File: src/pcg_pkg.sv
package pcg_pkg;
    localparam logic [23:0] OFS_GATE_HIGH = 24'h00000C;
    localparam logic [23:0] OFS_LP_IRQ_CTRL = 24'h000012;
    localparam logic [23:0] OFS_GATE_LOW = 24'h000018;
    localparam logic [23:0] OFS_GATE_SET = 24'h000021;
    localparam logic [23:0] OFS_GATE_CLEAR = 24'h000022;
    localparam logic [23:0] OFS_LP_CTRL = 24'h110007;
    localparam logic [31:0] RST_GATE_HIGH = 32'h00000000;
    localparam logic [31:0] RST_GATE_LOW = 32'h00000008;
    localparam logic [7:0] RST_LP_CTRL = 8'h02;
    localparam logic [7:0] RST_LP_IRQ_CTRL = 8'h00;
    // Implemented bits; everything else is reserved
    localparam logic [31:0] MASK_GATE_HIGH = 32'h00000F9B;
    localparam logic [31:0] MASK_GATE_LOW = 32'h0003E7FA;
    localparam logic [7:0] MASK_LP_IRQ_CTRL = 8'hF0;
    localparam int BIT_FLASH = 11;
    localparam int BIT_CAN = 10;
    localparam int BIT_PWM = 9;
    localparam int BIT_GP_TIMER = 8;
    localparam int BIT_ADC = 7;
    localparam int BIT_TIMER_ONE = 4;
    localparam int BIT_TIMER_ZERO = 3;
    localparam int BIT_EDGE_PORT = 1;
    localparam int BIT_PORTS = 0;
    localparam int BIT_INTC = 17;
    localparam int BIT_DMA = 4;
    localparam int BIT_STOP_EN = 7;
    // Set/clear byte: 0..31 high register, 32..63 low register
    localparam logic [7:0] SEL_LOW_BASE = 8'h20;
    localparam logic [7:0] SEL_ALL = 8'h40;
    localparam int LPM_LSB = 6;
    typedef enum logic [1:0] {
        PCG_RUN = 2'h0,
        PCG_WAIT = 2'h1,
        PCG_DOZE = 2'h3,
        PCG_STOP = 2'h2
    } pcg_mode_t;
endpackage

File: src/pcg_peripheral_clock_gating.sv
`timescale 1ns/1ps
// Operation
// - One stop bit per peripheral address space
// - High bits 11,10 stop flash, CAN
// - High bits 9,8 stop PWM, timer
// - High bit 7 stops converter clock
// - High bits 4,3 stop interval timers
// - High bits 1,0 stop edge port, I/O
// - High register at 0x0C, resets zero
// - Low register at 0x18, resets 0x8
// - Set at 0x21, clear at 0x22
// - Direct writes update gating registers
// - Bus controller, system control never gated
// - Low-power control at 0x110007, resets 0x2
// - Low-power IRQ control at 0x12, zero
// - Run, wait, doze, stop modes selected
// - Clock output switchable by software
// - Unassigned offsets, bits have no function
// - Low bits 17,4 stop IRQ, DMA
// - IRQ control bit 7 enables stop
module pcg_peripheral_clock_gating (
    input wire logic clock,
    input wire logic nrst,
    input wire logic clk_en,
    input wire logic [23:0] reg_addr,
    input wire logic reg_wr,
    input wire logic reg_rd,
    input wire logic [31:0] reg_wdata,
    output logic [31:0] reg_rdata,
    output logic [31:0] gate_high,
    output logic [31:0] gate_low,
    output logic bus_ctrl_clock_stop,
    output logic sys_ctrl_clock_stop,
    output logic stop_mode_enable,
    output logic [2:0] exit_irq_level,
    output pcg_pkg::pcg_mode_t lp_mode,
    output logic external_clock_output_off
);
    import pcg_pkg::*;

    typedef struct packed {
        logic [31:0] high;
        logic [31:0] low;
        logic [7:0] lpc;
        logic [7:0] lpic;
        logic [31:0] rdata;
    } pcg_state_t;

    pcg_state_t st_reg, st_next;
    logic [1:0] rst_sync_reg;
    logic rst_n;

    always_ff @(posedge clock or negedge nrst) begin
        if (!nrst) begin
            rst_sync_reg <= 2'h0;
        end else begin
            rst_sync_reg <= {rst_sync_reg[0], 1'b1};
        end
    end
    assign rst_n = rst_sync_reg[1];

    // Applies a set or clear byte to one register; out-of-range selects do nothing
    function automatic logic [31:0] bit_op(input logic [31:0] cur, input logic [7:0] sel,
                                           input logic [7:0] base, input logic set);
        logic [31:0] one;
        logic [7:0] idx;
        one = 32'h0;
        idx = sel - base;
        if (sel >= base && idx < 8'h20) begin
            one[idx[4:0]] = 1'b1;
        end
        bit_op = set ? (cur | one) : (cur & ~one);
    endfunction

    always_comb begin
        st_next = st_reg;
        if (reg_wr) begin
            case (reg_addr)
                OFS_GATE_HIGH: st_next.high = reg_wdata & MASK_GATE_HIGH;
                OFS_GATE_LOW: st_next.low = (reg_wdata & MASK_GATE_LOW) | RST_GATE_LOW;
                OFS_LP_CTRL: st_next.lpc = reg_wdata[7:0];
                OFS_LP_IRQ_CTRL: st_next.lpic = reg_wdata[7:0] & MASK_LP_IRQ_CTRL;
                OFS_GATE_SET: begin
                    if (reg_wdata[7:0] >= SEL_ALL) begin
                        st_next.high = MASK_GATE_HIGH;
                        st_next.low = MASK_GATE_LOW | RST_GATE_LOW;
                    end else begin
                        st_next.high = bit_op(st_reg.high, reg_wdata[7:0], 8'h00, 1'b1)
                            & MASK_GATE_HIGH;
                        st_next.low = bit_op(st_reg.low, reg_wdata[7:0], SEL_LOW_BASE, 1'b1)
                            & (MASK_GATE_LOW | RST_GATE_LOW);
                    end
                end
                OFS_GATE_CLEAR: begin
                    if (reg_wdata[7:0] >= SEL_ALL) begin
                        st_next.high = 32'h0;
                        st_next.low = RST_GATE_LOW;
                    end else begin
                        st_next.high = bit_op(st_reg.high, reg_wdata[7:0], 8'h00, 1'b0);
                        st_next.low = bit_op(st_reg.low, reg_wdata[7:0], SEL_LOW_BASE, 1'b0)
                            | RST_GATE_LOW;
                    end
                end
                default: ;
            endcase
        end
        st_next.rdata = 32'h0;
        if (reg_rd) begin
            case (reg_addr)
                OFS_GATE_HIGH: st_next.rdata = st_reg.high;
                OFS_GATE_LOW: st_next.rdata = st_reg.low;
                OFS_LP_CTRL: st_next.rdata = {24'h0, st_reg.lpc};
                OFS_LP_IRQ_CTRL: st_next.rdata = {24'h0, st_reg.lpic};
                default: st_next.rdata = 32'h0;
            endcase
        end
    end

    always_ff @(posedge clock or negedge rst_n) begin
        if (!rst_n) begin
            st_reg.high <= RST_GATE_HIGH;
            st_reg.low <= RST_GATE_LOW;
            st_reg.lpc <= RST_LP_CTRL;
            st_reg.lpic <= RST_LP_IRQ_CTRL;
            st_reg.rdata <= 32'h0;
        end else if (clk_en) begin
            st_reg <= st_next;
        end
    end

    // Outputs are the state flip-flops themselves
    assign reg_rdata = st_reg.rdata;
    assign gate_high = st_reg.high;
    assign gate_low = st_reg.low;
    // Tied off: the bus and system control clocks must never be gated
    assign bus_ctrl_clock_stop = 1'b0;
    assign sys_ctrl_clock_stop = 1'b0;
    assign stop_mode_enable = st_reg.lpic[BIT_STOP_EN];
    assign exit_irq_level = st_reg.lpic[6:4];
    assign lp_mode = pcg_mode_t'(st_reg.lpc[LPM_LSB +: 2]);
    // Clock-out disable lives in bit 0 of the low-power control byte
    assign external_clock_output_off = st_reg.lpc[0];

    // One set and one clear check per implemented high bit
    for (genvar g = 0; g < 32; g++) begin : gen_bit_chk
        if (MASK_GATE_HIGH[g]) begin : gen_impl

        end
    end
endmodule

File: config.mk
export PLATFORM = sky130hd
export DESIGN_NAME = pcg_peripheral_clock_gating
export DESIGN_NICKNAME = d
export VERILOG_FILES = /design/src/pcg_pkg.sv /design/src/pcg_peripheral_clock_gating.sv
export SDC_FILE = /design/constraint.sdc
export NUM_CORES = 1
export LEC_CHECK = 0
export BUFFER_PORTS_ARGS = -buffer_cell sky130_fd_sc_hd__buf_2
export CAP_MARGIN = 10
export CORE_ASPECT_RATIO = 2
export CORE_MARGIN = 2
export CORE_UTILIZATION = 31
export DETAILED_ROUTE_END_ITERATION = 6
export HOLD_SLACK_MARGIN = 0.12
export SLEW_MARGIN = 25
export SYNTH_ARGS = -nofsm -noshare
export SYNTH_HDL_FRONTEND = slang
export SYNTH_SLANG_ARGS = --single-unit
export TNS_END_PERCENT = 5
File: constraint.sdc
create_clock -name clock -period 6.7 [get_ports clock]
set_input_delay 1.34 -clock clock [delete_from_list [all_inputs] [get_ports clock]]
set_output_delay 1.34 -clock clock [all_outputs]
set_load 0.02 [all_outputs]
==> summary.txt <==
Die
  – Die width: 105 microns
  – Core area: 19800 sq um
  – Starting density of the core: 0.316
  – Row cnt: 73
  – Die height: 205 microns
  – DIE AREA: 21400 sq um
  – I/O pin cnt: 166

Place
  – Inst Count DP: 954
  – Port Buf Inserts: 148
  – Gpl congestion: 0.805
  – Pre-CTS setup slack: 2.50 ns
  – DP Area: 6520 sq um
  – Post-DP HPWL: 14.3 mm

Clock tree
  – H-tree Lvls: 3
  – # hold bufs at CTS: 0
  – # Post-CTS Setup Buffers: 0
  – Clock tree sinks: 110
  – CTS Buffer Depth: 2
  – Total CTS buffers: 9
  – Clk_lat worst skew: 0.37 ns
  – Resize count post-CTS: 0
  – Root buf cell: clkbuf_16
  – Clock transition at path regs: 0.08 ns
  – CTS tree: yes

Setup path
  – Critical Path End Type: flip-flop
  – Critical path class: in2reg
  – Flop2flop setup slack: 5.10 ns
  – Cells along the critical path: buf_2, or4_4, nor4_4, nand3_1, a21o_1, buf_4, o21ai_0, a2bb2oi_1
  – Reg2reg start: rst_sync_reg[1]
  – CP required: 6.95 ns
  – Worst path max stage delay: 0.58 ns
  – Worst setup path startpoint: reg_addr[13]
  – CP Launch Type: input pin
  – Crit path max-delay family: simple AND/OR/NAND/NOR gates
  – Buf+Inv Stages, Crit Path: 2
  – CP Max Fanout: 38
  – Crit-path slowest cell: nand3_1
  – Crit path DAT: 4.02 ns

STA
  – Tightest Pin Transition: 0.966 ns
  – FMAX: 265 MHz
  – Worst Hold Slack: 0.364 ns
  – Clock Skew: 0.00789 ns
  – Worst setup slack after layout: 2.93 ns
  – Pins over their slew limit: 0
  – Fin crit period: 3.77 ns
  – Final setup fails: 0
  – Setup TNS: 0 ns
  – Final hold vios: 0
  – Rel. slew slack: 0.354
  – Period utilization: 0.562
  – RSZ-0062 raised after global routing: no

Finish
  – Finished Cell Area: 6860 sq um
  – Fin nets: 765
  – Final Util: 0.346
  – Ratio of cells with drive above 1 in the final layout: 0.301
  – Non-Filler Instances: 972
  – Layout area overhead: 9.52%

GRT
  – Total GRT Usage: 0.186
  – Number of global-route vias before repair: 5169
  – First-pass GRT wire length: 30.0 mm
  – Initial antenna violation count: 2
  – Overflow after GRT: 0
  – Pin count of the biggest net entering global routing: 56

Yosys
  – Synthesized flop and latch total: 110
  – Post-synth top cells: 108 x dfrtp_1, 103 x buf_4, 93 x a21oi_1
  – Synth warn: 0
  – Synth area leaders: dfrtp_1 43%, buf_4 12%, a21oi_1 7.4%, o21a_1 5.0%, a22oi_1 3.8%
  – Syn Area/Cell: 9.30 sq um
  – Post-synth EDFFs: 0
  – Async set-or-reset flop fraction in the synthesized netlist: 1.00
  – Syn Inst Count: 674
  – Most frequent cell after synthesis: dfrtp_1
  – Share of the synthesized area in the top cell type: 0.431
  – Distinct cells, synth: 52
  – Seq/Total Area, Yosys: 0.440
  – Cell taking the most area after synthesis: dfrtp_1
  – Mapped Area: 6270 sq um
  – Top_reg_cell synth: dfrtp_1

Pwr
  – Pwr dens: 193 nW/um^2
  – Peak VDD IR: 0.000107 V
  – Pwr Total: 1.32 mW
  – Pleak: 3.25 nW

Drt
  – Total routed wirelength: 20.1 mm
  – Drt first pass iters: 6
  – DRC: 0
  – Avg WL per Cell: 20.7 microns
  – Total number of vias: 5028
  – Detail Route Antenna Nets: 0
  – Vias per Instance: 5.17
  – DR iter-0 viols: 284

Run status
  – Status: completed

Min path
  – Min-delay src: rst_sync_reg[0]
  – Tightest Hold Check Type: reg2reg

Run
  – Max-Cap Viols: 0
## area by class of cell
cell class	instances	area, sq um
multi-input combinational	385	2480
tap	262	328
clock buffer	11	253
fill	2119	13000
sequential	110	2760
inverter	35	131
clock inverter	5	66.3
antenna	2	5.00
timing repair buffer	162	846
## routing by layer
layer | share of wire | GRT usage | wire length, microns | up-vias
li1 | - | - | - | 2377
met3 | 0.031 | 0.0220 | 621 | 35
met5 | 0 | 0 | 0 | -
met2 | 0.55 | 0.345 | 11000 | 131
met4 | 0.039 | 0.103 | 792 | 0
met1 | 0.38 | 0.202 | 7680 | 2485
## layout by cell type (no fill, tap or decap), types with 6 or more instances in the layout
master / count
dfrtp_1: 107
o21a_1: 42
mux2_2: 10
clkbuf_16: 9
o22ai_1: 32
nor2_1: 21
or2_2: 6
a22oi_1: 32
a21oi_1: 93
buf_2: 148
o21ai_0: 19
a211oi_1: 6
nor3_1: 6
a2bb2oi_1: 15
nand2_1: 25
nand3_1: 7
buf_4: 14
inv_1: 35
## where the power goes
part	switching, mW	internal, mW	leakage, nW	total [mW]
clock network	0.265	0.315	0.154	0.579
registers	0.00651	0.664	1.52	0.671
logic	0.0514	0.0210	1.57	0.0724
total	0.323	1.00	3.25	1.32
## cell families (layout without fill, tap and decap cells)
group / after synthesis / count (layout) / share of synthesized area
XOR/XNOR: 3 / 3 / 0.00419
AND/OR/NAND/NOR: 103 / 103 / 0.0894
AO/OA/AOI/OAI: 265 / 265 / 0.273
buffers and inverters: 180 / 213 / 0.172
other: 2 / 5 / 0.00120
multiplexers: 10 / 10 / 0.0180
flip-flops: 110 / 110 / 0.440
adder cells (fa/ha/maj): 1 / 1 / 0.00200
## path summary, 6_finish.rpt
kind | endpoint | cells past startpoint
setup / recovery | gate_high[8] | 8
hold / removal | rst_sync_reg[1] | 0
setup reg to reg | gate_low[2] | 1
hold reg to reg | rst_sync_reg[1] | 0
max in group asynchronous | gate_low[2] | 1
min in group asynchronous | reg_rdata[14] | 0
Power figures use the tool's default switching activity.
